$ cat src/hw/ash_map.svh
// Constants for the auxiliary sensor bus hub
`ifndef ASH_MAP_SVH
`define ASH_MAP_SVH

// Timing
`define ASH_CLK_PERIOD_NS 100
`define ASH_SCL_PERIOD_NS 10000
`define ASH_QTR_CYC ((`ASH_SCL_PERIOD_NS) / (4 * `ASH_CLK_PERIOD_NS))

// Channel layout
`define ASH_NCH 5
`define ASH_BULK_NCH 4
`define ASH_SINGLE_CH 4
`define ASH_MAX_BYTES 24
`define ASH_LEN_W 4

// Primary slave address upper bits, value arbitrary
`define ASH_SLV_ADDR_BASE 7'h2a

// Address byte direction bit
`define ASH_DIR_WR 1'b0
`define ASH_DIR_RD 1'b1

`endif

$ cat src/hw/ash_pkg.sv
// Types for the auxiliary sensor bus hub
package ash_pkg;

	typedef enum logic [1:0] {
		ASH_CMD_START,
		ASH_CMD_WRITE,
		ASH_CMD_READ,
		ASH_CMD_STOP
	} ash_cmd_t;

	typedef enum logic [1:0] {
		ASH_E_IDLE,
		ASH_E_START,
		ASH_E_BIT,
		ASH_E_STOP
	} ash_eng_st_t;

	typedef struct packed {
		ash_eng_st_t st;
		logic [1:0]  ph;
		logic [7:0]  cnt;
		logic [3:0]  bitn;
		logic [8:0]  sh;
		logic [8:0]  rin;
		logic        scl_oe;
		logic        sda_oe;
		logic        done;
		logic        nack;
		logic [7:0]  rx;
	} ash_eng_t;

	typedef enum logic [3:0] {
		ASH_H_IDLE,
		ASH_H_NEXT,
		ASH_H_START,
		ASH_H_ADDR_WR,
		ASH_H_REG,
		ASH_H_WDATA,
		ASH_H_RESTART,
		ASH_H_ADDR_RD,
		ASH_H_READ,
		ASH_H_STOP
	} ash_hub_st_t;

	typedef struct packed {
		ash_hub_st_t      st;
		logic [2:0]       ch;
		logic [4:0]       nb;
		logic [4:0]       ptr;
		logic             issued;
		logic             ad0_m;
		logic             ad0_s;
		logic             scl_m;
		logic             scl_s;
		logic             sda_m;
		logic             sda_s;
		logic [23:0][7:0] ext;
		logic             push;
		logic [7:0]       push_data;
		logic             nack_evt;
		logic             single_done;
		logic [7:0]       single_rx;
	} ash_hub_t;

endpackage

$ cat src/hw/ash_i2c_byte.sv
// Byte-level open-drain I2C master engine
`timescale 1ns/100ps
`default_nettype none
`include "ash_map.svh"

module ash_i2c_byte (
	// Clock and reset
	input  wire logic           clk_i,
	input  wire logic           rstn_i,
	// Command
	input  wire logic           cmd_valid_i,
	input  wire ash_pkg::ash_cmd_t cmd_i,
	input  wire logic [7:0]     tx_i,
	input  wire logic           ack_i,
	output logic                done_o,
	output logic                nack_o,
	output logic [7:0]          rx_o,
	// Synchronised bus levels
	input  wire logic           scl_i,
	input  wire logic           sda_i,
	// Open-drain drive, high pulls the line low
	output logic                scl_oe_o,
	output logic                sda_oe_o
);

	localparam logic [7:0] QTR = 8'(`ASH_QTR_CYC - 1);

	ash_pkg::ash_eng_t q;
	ash_pkg::ash_eng_t d;

	always_comb
	begin
		d = q;
		d.done = 1'b0;
		case (q.st)
			ash_pkg::ASH_E_IDLE:
			begin
				d.ph = 2'd0;
				d.cnt = QTR;
				d.bitn = 4'd0;
				if (cmd_valid_i)
				begin
					case (cmd_i)
						ash_pkg::ASH_CMD_START:
						begin
							d.st = ash_pkg::ASH_E_START;
							d.sda_oe = 1'b0;
						end
						ash_pkg::ASH_CMD_WRITE:
						begin
							// Ack slot released so the slave can answer
							d.st = ash_pkg::ASH_E_BIT;
							d.sh = {tx_i, 1'b1};
							d.sda_oe = ~tx_i[7];
						end
						ash_pkg::ASH_CMD_READ:
						begin
							d.st = ash_pkg::ASH_E_BIT;
							d.sh = {8'hff, ~ack_i};
							d.sda_oe = 1'b0;
						end
						default:
						begin
							d.st = ash_pkg::ASH_E_STOP;
							d.sda_oe = 1'b1;
						end
					endcase
				end
			end
			default:
			begin
				if (q.cnt != 8'd0)
				begin
					d.cnt = q.cnt - 8'd1;
				end
				// Clock stretching: phase 1 holds until the line is high
				else if (q.ph != 2'd1 || scl_i)
				begin
					d.cnt = QTR;
					d.ph = q.ph + 2'd1;
					case (q.st)
						ash_pkg::ASH_E_START:
						begin
							case (q.ph)
								2'd0: d.scl_oe = 1'b0;
								2'd1: d.sda_oe = 1'b1;
								default:
								begin
									d.scl_oe = 1'b1;
									d.done = 1'b1;
									d.st = ash_pkg::ASH_E_IDLE;
								end
							endcase
						end
						ash_pkg::ASH_E_BIT:
						begin
							case (q.ph)
								2'd0: d.scl_oe = 1'b0;
								2'd1: d.rin = {q.rin[7:0], sda_i};
								default:
								begin
									d.scl_oe = 1'b1;
									d.sh = {q.sh[7:0], 1'b1};
									d.ph = 2'd0;
									if (q.bitn == 4'd8)
									begin
										d.rx = q.rin[8:1];
										d.nack = q.rin[0];
										d.done = 1'b1;
										d.st = ash_pkg::ASH_E_IDLE;
									end
									else
									begin
										d.bitn = q.bitn + 4'd1;
										d.sda_oe = ~q.sh[7];
									end
								end
							endcase
						end
						default:
						begin
							case (q.ph)
								2'd0: d.scl_oe = 1'b0;
								2'd1: d.sda_oe = 1'b1;
								default:
								begin
									d.sda_oe = 1'b0;
									d.done = 1'b1;
									d.st = ash_pkg::ASH_E_IDLE;
								end
							endcase
						end
					endcase
				end
			end
		endcase
	end

	always_ff @(posedge clk_i or negedge rstn_i)
	begin
		if (!rstn_i)
			q <= '0;
		else
			q <= d;
	end

	assign done_o   = q.done;
	assign nack_o   = q.nack;
	assign rx_o     = q.rx;
	assign scl_oe_o = q.scl_oe;
	assign sda_oe_o = q.sda_oe;

endmodule
`default_nettype wire

$ cat src/hw/ash_hub.sv
// Auxiliary sensor bus hub: bypass switch and channel sequencer
// Function
// (RL1) Device is only ever a slave to the host, SPI or I2C.
// (RL2) Primary slave address LSB follows the address-select pin.
// (RL3) Bypass switch joins primary SDA/SCL to the sensor bus lines.
// (RL4) Host configures sensors, then turns bypass off for the master.
// (RL5) Bypass off: internal master owns sensor bus and gathers data.
// (RL6) In SPI mode the bypass path is never usable.
// (RL7) Channels 0-4 read or write any sensor address and register.
// (RL8) Channel 4 does single-byte reads and writes only.
// (RL9) Master supports single-byte and multi-byte reads.
// (RL10) Channel 0-3 read data lands in sensor registers, optional FIFO push.
// (RL11) Sensor bus is in exactly one mode: master or pass-through.
// (RL12) In master mode the device masters every sensor on the bus.
// (RL13) Up to 24 bytes from up to 4 sensors per acquisition cycle.
// (RL14) Missing acknowledge from a sensor raises an event.
// (RL15) Enabled channels are served in ascending order each cycle.
`timescale 1ns/100ps
`default_nettype none
`include "ash_map.svh"

module ash_hub #(
	parameter int NCH   = `ASH_NCH,
	parameter int LEN_W = `ASH_LEN_W
) (
	// Clock and reset
	input  wire logic                 clk_i,
	input  wire logic                 rstn_i,
	// Primary port mode and address strap
	input  wire logic                 spi_mode_i,
	input  wire logic                 address_select_pin_i,
	output logic [6:0]                slave_addr_o,
	// Bypass control
	input  wire logic                 bypass_en_i,
	output logic                      bypass_switch_on_o,
	// Acquisition
	input  wire logic                 acq_start_i,
	output logic                      busy_o,
	// Channel configuration, channel n in slice n
	input  wire logic [NCH-1:0]       ch_en_i,
	input  wire logic [NCH-1:0]       ch_rnw_i,
	input  wire logic [NCH-2:0]       ch_fifo_en_i,
	input  wire logic [NCH*7-1:0]     ch_dev_i,
	input  wire logic [NCH*8-1:0]     ch_reg_i,
	input  wire logic [NCH*8-1:0]     ch_wdata_i,
	input  wire logic [(NCH-1)*LEN_W-1:0] ch_len_i,
	// Results
	output logic [`ASH_MAX_BYTES*8-1:0] ext_sensor_data_o,
	output logic                      fifo_push_o,
	output logic [7:0]                fifo_data_o,
	output logic                      single_done_o,
	output logic [7:0]                single_rx_o,
	output logic                      aux_nack_o,
	// Sensor bus pins
	input  wire logic                 sensor_bus_clock_line_i,
	output logic                      sensor_bus_clock_line_o,
	output logic                      sensor_bus_clock_line_oe_o,
	input  wire logic                 sensor_bus_data_line_i,
	output logic                      sensor_bus_data_line_o,
	output logic                      sensor_bus_data_line_oe_o
);

	ash_pkg::ash_hub_t q;
	ash_pkg::ash_hub_t d;

	logic              eng_valid;
	ash_pkg::ash_cmd_t eng_cmd;
	logic [7:0]        eng_tx;
	logic              eng_ack;
	logic              eng_done;
	logic              eng_nack;
	logic [7:0]        eng_rx;
	logic              eng_scl_oe;
	logic              eng_sda_oe;
	logic              bypass_on;
	logic [6:0]        cur_dev;
	logic [7:0]        cur_reg;
	logic [7:0]        cur_wdata;
	logic              cur_rnw;
	logic              single;
	logic [4:0]        room;
	logic [4:0]        want;

	ash_i2c_byte u_eng (
		.clk_i      (clk_i),
		.rstn_i     (rstn_i),
		.cmd_valid_i(eng_valid),
		.cmd_i      (eng_cmd),
		.tx_i       (eng_tx),
		.ack_i      (eng_ack),
		.done_o     (eng_done),
		.nack_o     (eng_nack),
		.rx_o       (eng_rx),
		.scl_i      (q.scl_s),
		.sda_i      (q.sda_s),
		.scl_oe_o   (eng_scl_oe),
		.sda_oe_o   (eng_sda_oe)
	);

	// (RL6) No bypass in SPI mode
	// (RL11) Switch only closes while the master is idle
	// A frame is never cut: a bypass request waits for the sequencer
	assign bypass_on = bypass_en_i && !spi_mode_i
		&& q.st == ash_pkg::ASH_H_IDLE;

	assign cur_dev   = ch_dev_i[q.ch*7 +: 7];
	assign cur_reg   = ch_reg_i[q.ch*8 +: 8];
	assign cur_wdata = ch_wdata_i[q.ch*8 +: 8];
	assign cur_rnw   = ch_rnw_i[q.ch];
	assign single    = q.ch == 3'(`ASH_SINGLE_CH);
	assign room      = 5'(`ASH_MAX_BYTES) - q.ptr;

	// (RL13) Bulk reads are clipped to what is left of the 24 bytes
	always_comb
	begin
		want = 5'd0;
		if (!single)
			want = 5'(ch_len_i[q.ch*LEN_W +: LEN_W]);
		if (want > room)
			want = room;
	end

	// Command for the current state
	always_comb
	begin
		eng_cmd = ash_pkg::ASH_CMD_START;
		eng_tx  = 8'h00;
		eng_ack = 1'b0;
		case (q.st)
			ash_pkg::ASH_H_ADDR_WR:
			begin
				eng_cmd = ash_pkg::ASH_CMD_WRITE;
				eng_tx  = {cur_dev, `ASH_DIR_WR};
			end
			ash_pkg::ASH_H_REG:
			begin
				eng_cmd = ash_pkg::ASH_CMD_WRITE;
				eng_tx  = cur_reg;
			end
			ash_pkg::ASH_H_WDATA:
			begin
				eng_cmd = ash_pkg::ASH_CMD_WRITE;
				eng_tx  = cur_wdata;
			end
			ash_pkg::ASH_H_ADDR_RD:
			begin
				eng_cmd = ash_pkg::ASH_CMD_WRITE;
				eng_tx  = {cur_dev, `ASH_DIR_RD};
			end
			ash_pkg::ASH_H_READ:
			begin
				// (RL9) Ack every byte but the last of a burst
				eng_cmd = ash_pkg::ASH_CMD_READ;
				eng_ack = q.nb != 5'd1;
			end
			ash_pkg::ASH_H_STOP:
				eng_cmd = ash_pkg::ASH_CMD_STOP;
			default:
				eng_cmd = ash_pkg::ASH_CMD_START;
		endcase
	end

	// Launch once per state, once per byte in READ; issued stops a relaunch before done returns
	assign eng_valid = !q.issued && q.st != ash_pkg::ASH_H_IDLE
		&& q.st != ash_pkg::ASH_H_NEXT;

	always_comb
	begin
		d = q;
		d.push = 1'b0;
		d.nack_evt = 1'b0;
		d.single_done = 1'b0;
		// Two-flop synchronisers: strap and sensor lines are asynchronous
		d.ad0_m = address_select_pin_i;
		d.ad0_s = q.ad0_m;
		d.scl_m = sensor_bus_clock_line_i;
		d.scl_s = q.scl_m;
		d.sda_m = sensor_bus_data_line_i;
		d.sda_s = q.sda_m;
		if (eng_valid)
			d.issued = 1'b1;
		case (q.st)
			ash_pkg::ASH_H_IDLE:
			begin
				// (RL4) A start is ignored while the bypass switch is on
				if (acq_start_i && !bypass_on)
				begin
					d.ch = 3'd0;
					d.ptr = 5'd0;
					d.st = ash_pkg::ASH_H_NEXT;
				end
			end
			ash_pkg::ASH_H_NEXT:
			begin
				// (RL15) Ascending channel walk
				if (q.ch == 3'(NCH))
					d.st = ash_pkg::ASH_H_IDLE;
				// Zero-length or clipped-away reads never touch the bus
				else if (!ch_en_i[q.ch] || (cur_rnw && !single
					&& want == 5'd0))
					d.ch = q.ch + 3'd1;
				else
				begin
					// (RL8) Channel 4 moves exactly one byte
					d.nb = single ? 5'd1 : want;
					d.st = ash_pkg::ASH_H_START;
				end
			end
			default:
			begin
				if (q.issued && eng_done)
				begin
					d.issued = 1'b0;
					case (q.st)
						ash_pkg::ASH_H_START:
							d.st = ash_pkg::ASH_H_ADDR_WR;
						ash_pkg::ASH_H_RESTART:
							d.st = ash_pkg::ASH_H_ADDR_RD;
						ash_pkg::ASH_H_READ:
						begin
							// (RL10) Bulk channels fill sensor registers
							if (!single)
							begin
								// Pointer restarts each cycle, bytes follow channels
								d.ext[q.ptr] = eng_rx;
								d.ptr = q.ptr + 5'd1;
								d.push = ch_fifo_en_i[q.ch[1:0]];
								d.push_data = eng_rx;
							end
							else
								d.single_rx = eng_rx;
							d.nb = q.nb - 5'd1;
							if (q.nb == 5'd1)
								d.st = ash_pkg::ASH_H_STOP;
						end
						ash_pkg::ASH_H_STOP:
						begin
							d.single_done = single;
							d.ch = q.ch + 3'd1;
							d.st = ash_pkg::ASH_H_NEXT;
						end
						default:
						begin
							// (RL14) Unanswered byte aborts the channel
							if (eng_nack)
							begin
								d.nack_evt = 1'b1;
								d.st = ash_pkg::ASH_H_STOP;
							end
							// (RL7) Register write or read of any device
							else if (q.st == ash_pkg::ASH_H_ADDR_WR)
								d.st = ash_pkg::ASH_H_REG;
							else if (q.st == ash_pkg::ASH_H_REG)
								d.st = cur_rnw ? ash_pkg::ASH_H_RESTART
									: ash_pkg::ASH_H_WDATA;
							else if (q.st == ash_pkg::ASH_H_ADDR_RD)
								d.st = ash_pkg::ASH_H_READ;
							else
								d.st = ash_pkg::ASH_H_STOP;
						end
					endcase
				end
			end
		endcase
	end

	always_ff @(posedge clk_i or negedge rstn_i)
	begin
		if (!rstn_i)
			q <= '0;
		else
			q <= d;
	end

	// Upper six bits of the base are fixed, the strap supplies bit 0
	localparam logic [5:0] ADDR_HI = 6'(`ASH_SLV_ADDR_BASE >> 1);

	// (RL1) Primary side only answers as a slave
	// (RL2) Address LSB from the strap pin
	assign slave_addr_o = {ADDR_HI, q.ad0_s};

	// (RL3) Analog switch enable, the master lets go of the lines
	assign bypass_switch_on_o = bypass_on;
	// Config inputs must hold still until busy drops
	assign busy_o             = q.st != ash_pkg::ASH_H_IDLE;

	// (RL5) Master drives only while bypass is off
	// (RL12) Open drain drive toward every sensor
	assign sensor_bus_clock_line_o    = 1'b0;
	assign sensor_bus_data_line_o     = 1'b0;
	assign sensor_bus_clock_line_oe_o = eng_scl_oe && !bypass_on;
	assign sensor_bus_data_line_oe_o  = eng_sda_oe && !bypass_on;

	// Sensor bytes hold until the next acquisition overwrites them
	assign ext_sensor_data_o = q.ext;
	assign fifo_push_o       = q.push;
	assign fifo_data_o       = q.push_data;
	assign single_done_o     = q.single_done;
	assign single_rx_o       = q.single_rx;
	assign aux_nack_o        = q.nack_evt;

endmodule
`default_nettype wire

$ cat config.mk
export PLATFORM = sky130hd
export DESIGN_NAME = ash_hub
export DESIGN_NICKNAME = d
export VERILOG_FILES = /design/src/hw/ash_pkg.sv /design/src/hw/ash_i2c_byte.sv /design/src/hw/ash_hub.sv
export VERILOG_INCLUDE_DIRS = /design/src /design/src/hw
export SDC_FILE = /design/constraint.sdc
export NUM_CORES = 1
export LEC_CHECK = 0
export BUFFER_PORTS_ARGS = -buffer_cell sky130_fd_sc_hd__buf_2
export CORE_UTILIZATION = 54
export CTS_CLUSTER_SIZE = 14
export DETAILED_ROUTE_END_ITERATION = 10
export PLACE_DENSITY_LB_ADDON = 0.15
export SETUP_SLACK_MARGIN = 0.05
export SLEW_MARGIN = 20
export SYNTH_ARGS = -nofsm -noshare
export SYNTH_HDL_FRONTEND = slang
export SYNTH_SLANG_ARGS = --single-unit
export TNS_END_PERCENT = 10
$ cat constraint.sdc
create_clock -name clk_i -period 4.6 [get_ports clk_i]
set_input_delay 0.46 -clock clk_i [delete_from_list [all_inputs] [get_ports clk_i]]
set_output_delay 0.46 -clock clk_i [all_outputs]
set_load 0.1 [all_outputs]
Word-level counts from Yosys, hierarchy flattened --
Index checks and enable logic that the tools add are counted.
Cells by class: add/sub/neg operators 7, multipliers 1, magnitude comparators 5, equality and inequality tests 38, shift-type cells 4, multiplexer cells 79, bitwise logic cells 10, reductions and logical operators 55
Operators by type and width (number):
- $bwmux 192 | 1
- $shiftx 40x7->8 | 2
- $mux 46 | 1
- $mux 9 | 5
- $demux 8 s5 | 1
- $mux 4 | 10
- $mux 8 | 5
- $mux 19 | 2
- $shiftx 35x7->7 | 1
- $mux 34 | 1
- $pmux 8 s4 | 1
- $mux 10 | 3
- $reduce_and 5->1 | 6
- $mux 25 | 1
- $mux 5 | 5
- $mux 22 | 1
- $pmux 5 s2 | 2
- $mux 18 | 1
- $pmux 9 s2 | 1
- $eq 4x3->1 const B | 4
- $mux 1 | 16
- $pmux 4 s4 | 1
- $reduce_and 4->1 | 4
- $shiftx 16x6->4 | 1
- other kinds (57) | 123
Storage, ports and cells: register bits after elaboration 280, output and inout bits 224, logic and storage cells 250

Longest topological paths before layout --
word-level depth 10, depth in mapped cells 13, gate-level depth less buffers 12

Modules after synthesis --
From an unflattened synthesis, not the netlist that was laid out.
Second synthesis, totals: cells, all modules 1255, area, all modules 14913.1 um2
Modules (own cells, without submodules):
- ash_hub | instances 1, cells an instance 1017, area each 12430.7 um2
- ash_i2c_byte | instances 1, cells an instance 238, area each 2482.4 um2

Worst setup path after synthesis --
OpenSTA, ideal clock, no wires.
path kind flip-flop to flip-flop, from register q[228] in the netlist's numbering, to register q[227] in the netlist's numbering, library setup time 124 ps, arrival 3068 ps, setup slack 1408 ps, stages on the path, launching flop included 13, path buffers 1, cells stage by stage dfrtp_1 > buf_2 > mux4_2 > nand2b_1 > inv_1 > ha_1 > a21o_1 > a221oi_1 > nor3_1 > a41o_1 > a21oi_2 > a21oi_4 > o31a_1
Between the ends: word-level cells in the longest chain between the ends 9
RTL lines:
- from (decl) | line ash_hub.sv:63 | ash_pkg::ash_hub_t q;
- from (signal assigned) | line ash_hub.sv:270 | q <= '0;
- from (signal assigned) | line ash_hub.sv:272 | q <= d;
- $shiftx 16x6->4 or $eq 3x3->1 (tied branches) | line ash_hub.sv:118, ash_hub.sv:110
- $mux 4 | line ash_hub.sv:117 | if (!single)
- $gt 5x5->1 | line ash_hub.sv:119 | if (want > room)
- $mux 5 | line ash_hub.sv:119
- $logic_not 5->1 | line ash_hub.sv:200 | && want == 5'd0))
- $logic_and 1x1->1 | line ash_hub.sv:200
- $logic_or 1x1->1 | line ash_hub.sv:199 | else if (!ch_en_i[q.ch] || (cur_rnw && !single
- $ne 2x2->1 (no source line)
- $reduce_and 5->1 (no source line)
Several ways; a longest one is shown, not always the timed one. The select of a mux whose other input is x is not followed. A chain may end at the register's enable or synchronous reset.

Worst setup path in the final report --
from register q[218] in the netlist's numbering, to register q[224] in the netlist's numbering
Between the ends: word-level cells in the longest chain between the ends 8
RTL lines:
- $sub 5x5->5 (*) | line ash_hub.sv:111 | assign room = 5'(`ASH_MAX_BYTES) - q.ptr;
- $gt 5x5->1 | line ash_hub.sv:119
- $mux 5 (*) | line ash_hub.sv:119
- $logic_not 5->1 | line ash_hub.sv:200
- $logic_and 1x1->1 | line ash_hub.sv:200
- $logic_or 1x1->1 | line ash_hub.sv:199
- $ne 2x2->1 (no source line)
- $reduce_and 5->1 (no source line)
Every way passes the cells marked *; elsewhere a longest branch is shown, timed or not. The select of a mux whose other input is x is not followed.

==> results.cfg <==
[outcome]
status = finished with violations
violations = negative hold slack

[drt]
ant_nets = 0
vias = 9739
wl_met3_um = 1590
drcViolationCount = 0
highest_layer = met4
wl_met2_um = 17300
wl_per_cell_um = 19.9
firstDrtPassIters = 5
wirelength_um = 35300
viasPerCell = 5.48
met1Wirelength_um = 15300
drt_iter0_markers = 424

[synth]
yosys_register_bits = 280
synth_ff_type = dfrtp_1
synth_edf_count = 0
syn_avg_cell_area_um2 = 11.8
ys_seq_area_frac = 0.472
synthAdderAreaFrac = 0.0219
yosys.area_share.simple = 0.0814
syn_inst = 1260
async_flop_share = 1.00
synth-compound-area-share = 0.0606
synth_top_family_by_area = multiplexers
ys_types = 73
syn_area_um2 = 14900
muxShareOfSynthArea = 0.229
yosys_warnings = 0
synthXorXnorAreaFrac = 0.00236

[floorplan]
fp.dieArea_um2 = 28200
die_w_um = 168
die_h_um = 168
core_um2 = 27000
start_util = 0.551
rows = 60
pin_count = 377

[timing]
period_share = 0.744
setup_ws_ns = 1.18
maxSlewHeadroom = 0.325
finalCriticalPeriod_ns = 3.42
rsz0062_at_grt = false
slew_violations = 0
setup_viol = 0
finalClockSkew_ns = 0.0199
fmax_mhz = 292
hold_violations = 8
setup_tns_ns = 0
worstMarginPinSlew_ns = 1.01
fin_hold_ws_ns = -0.0209

[cells_and_area]
num-nets-final = 1593
final_util = 0.612
layout-drive-gt1-share = 0.509
fillerInstances = 2238
layout_common_cells = buf_2 (367), dfrtp_1 (274), mux2_2 (214)
final_common_cell = buf_2
syn2layout_area_growth_pct = 11.0
instances_no_fill = 1776
n_antenna_cell = 0

[pwr]
power.switching_mw = 1.10
pwr-share-comb = 0.039
p_leak_nw = 8.72
peakVddDrop_uv = 288
clkPwrFrac = 0.482
finalPower_mw = 5.15
seqPwrFrac = 0.479
power.density_nw_per_um2 = 312
swShare = 0.213
p_int_mw = 4.05

[setup_path]
end_kind = register
path_max_fanout = 9
crit_path_top_delay_cell = nor3_1
cp-start-kind = register
max_stage_delay_ns = 0.60
cp.required_ns = 5.07
critPathArrivalTime_ns = 3.90
crit_cells = 12
cp_top_family = simple AND/OR/NAND/NOR gates
path_buf_inv = 1
path_class = register to register
r2r_cells = 12
crit_chain = inv_1, ha_1, nand2b_1, nand2_1, ha_1, and3_1, a32o_1, nor3_1, a41o_1, a21oi_2, a21oi_4, mux2i_1
crit_path_frequent_cell = ha_1

[clock_network]
cts_tree = done
post_cts_buffers = 0
clk_latency_ns = 0.56
clockBufferDepth = 3
cts_hold_buf = 2
numCtsBuffers = 29
cts_num_sinks = 280
cts_root_buf = clkbuf_16
cts_resized = 0
clk_pin_slew_ns = 0.06
cts_max_level = 1

[placed_design]
place_inst = 1722
gp_congestion = 0.853
hpwl_um = 24800
place_ws_ns = 1.18
portBuffers = 368

[flow_run]
drv_cap = 0

[grt]
grt_pass1_wl_um = 55200
grt_pass1_vias = 9895
grt_antenna_before_repair = 0
grt_usage = 0.251
grt_max_degree = 121
grt_overflow = 0

[hold_path]
min_path_type = input pin to asynchronous set/reset pin
==> synthesized netlist by cell type, types with 23 or more instances <==
library cell	count	area (µm²)
mux4_2	28	631
dfrtp_1	280	7010
buf_4	217	1630
o21ai_0	31	155
mux2_2	214	2410
inv_1	29	109
nor2_1	46	173
ha_1	26	325
a21oi_1	46	230
nand2_1	74	278
clkbuf_1	33	124
nor2_2	25	156
mux2i_1	23	230
==> cells by family (layout without fill, tap and decap cells) <==
family | Yosys count | count (layout)
AND/OR/NAND/NOR | 235 | 235
flip-flops | 280 | 280
AO/OA/AOI/OAI | 141 | 141
buffers and inverters | 298 | 467
XOR/XNOR | 4 | 4
multiplexers | 274 | 274
adder cells (fa/ha/maj) | 26 | 26
other | 2 | 8
==> worst paths after layout <==
kind                       slack, ns                    end                 start
min in group clk_i              0.02                 d[215]  address_select_pin_i
setup reg to reg                1.18                 q[224]                q[218]
hold / removal                 -0.02  ext_sensor_data_o[33]                rstn_i
hold reg to reg                 0.35        slave_addr_o[0]                d[215]
setup / recovery                1.18                 q[224]                q[218]
max in group asynchronous       3.51          u_eng.rx_o[6]                rstn_i
==> final cells by class <==
class | instances | area [µm²] | share of cell area
clock buffers | 38 | 800 | 0.0485
clock inverters | 14 | 216 | 0.0131
repair buffers | 385 | 2000 | 0.121
multi-input cells | 688 | 5920 | 0.359
inverters | 30 | 113 | 0.00683
flip-flops and latches | 280 | 7010 | 0.425
well taps | 341 | 427 | 0.0259
==> routing by layer <==
layer,GRT usage,vias up
met2,0.433,319
met4,0.0810,0
met1,0.327,4900
li1,-,4459
met5,0,-
met3,0.0374,61
==> power by group through the flow <==
| stage | sequential [mW] | clock (mW) | combinational [mW] |
|---|---|---|---|
| after floorplan | 2.51 | 0 | 0.0811 |
| after global placement | 2.51 | 0 | 0.202 |
| after detailed placement | 2.51 | 0 | 0.205 |
| after CTS | 2.47 | 2.53 | 0.207 |
| after global routing | 2.47 | 2.62 | 0.224 |
| final | 2.47 | 2.48 | 0.203 |
==> state kept, by name, summed over array words and instances (netlist names) <==
name,cells
ext_sensor_data_o,192
u_eng.q,33
q,20
fifo_data_o,8
single_rx_o,8
u_eng.rx_o,8
d,3
aux_nack_o,1
fifo_push_o,1
single_done_o,1
slave_addr_o,1
u_eng.done_o,1
u_eng.nack_o,1
u_eng.scl_oe_o,1
u_eng.sda_oe_o,1
==> metrics by stage <==
step / hold slack, ns / cell area (µm²)
2_1_floorplan: 0.164 / 14900
3_3_place_gp: 0.334 / 15400
3_5_place_dp: 0.341 / 15400
4_1_cts: 0.00122 / 16500
5_1_grt: 0.00155 / 16500
6_report: -0.0209 / 16500
Power figures use the tool's default switching activity.
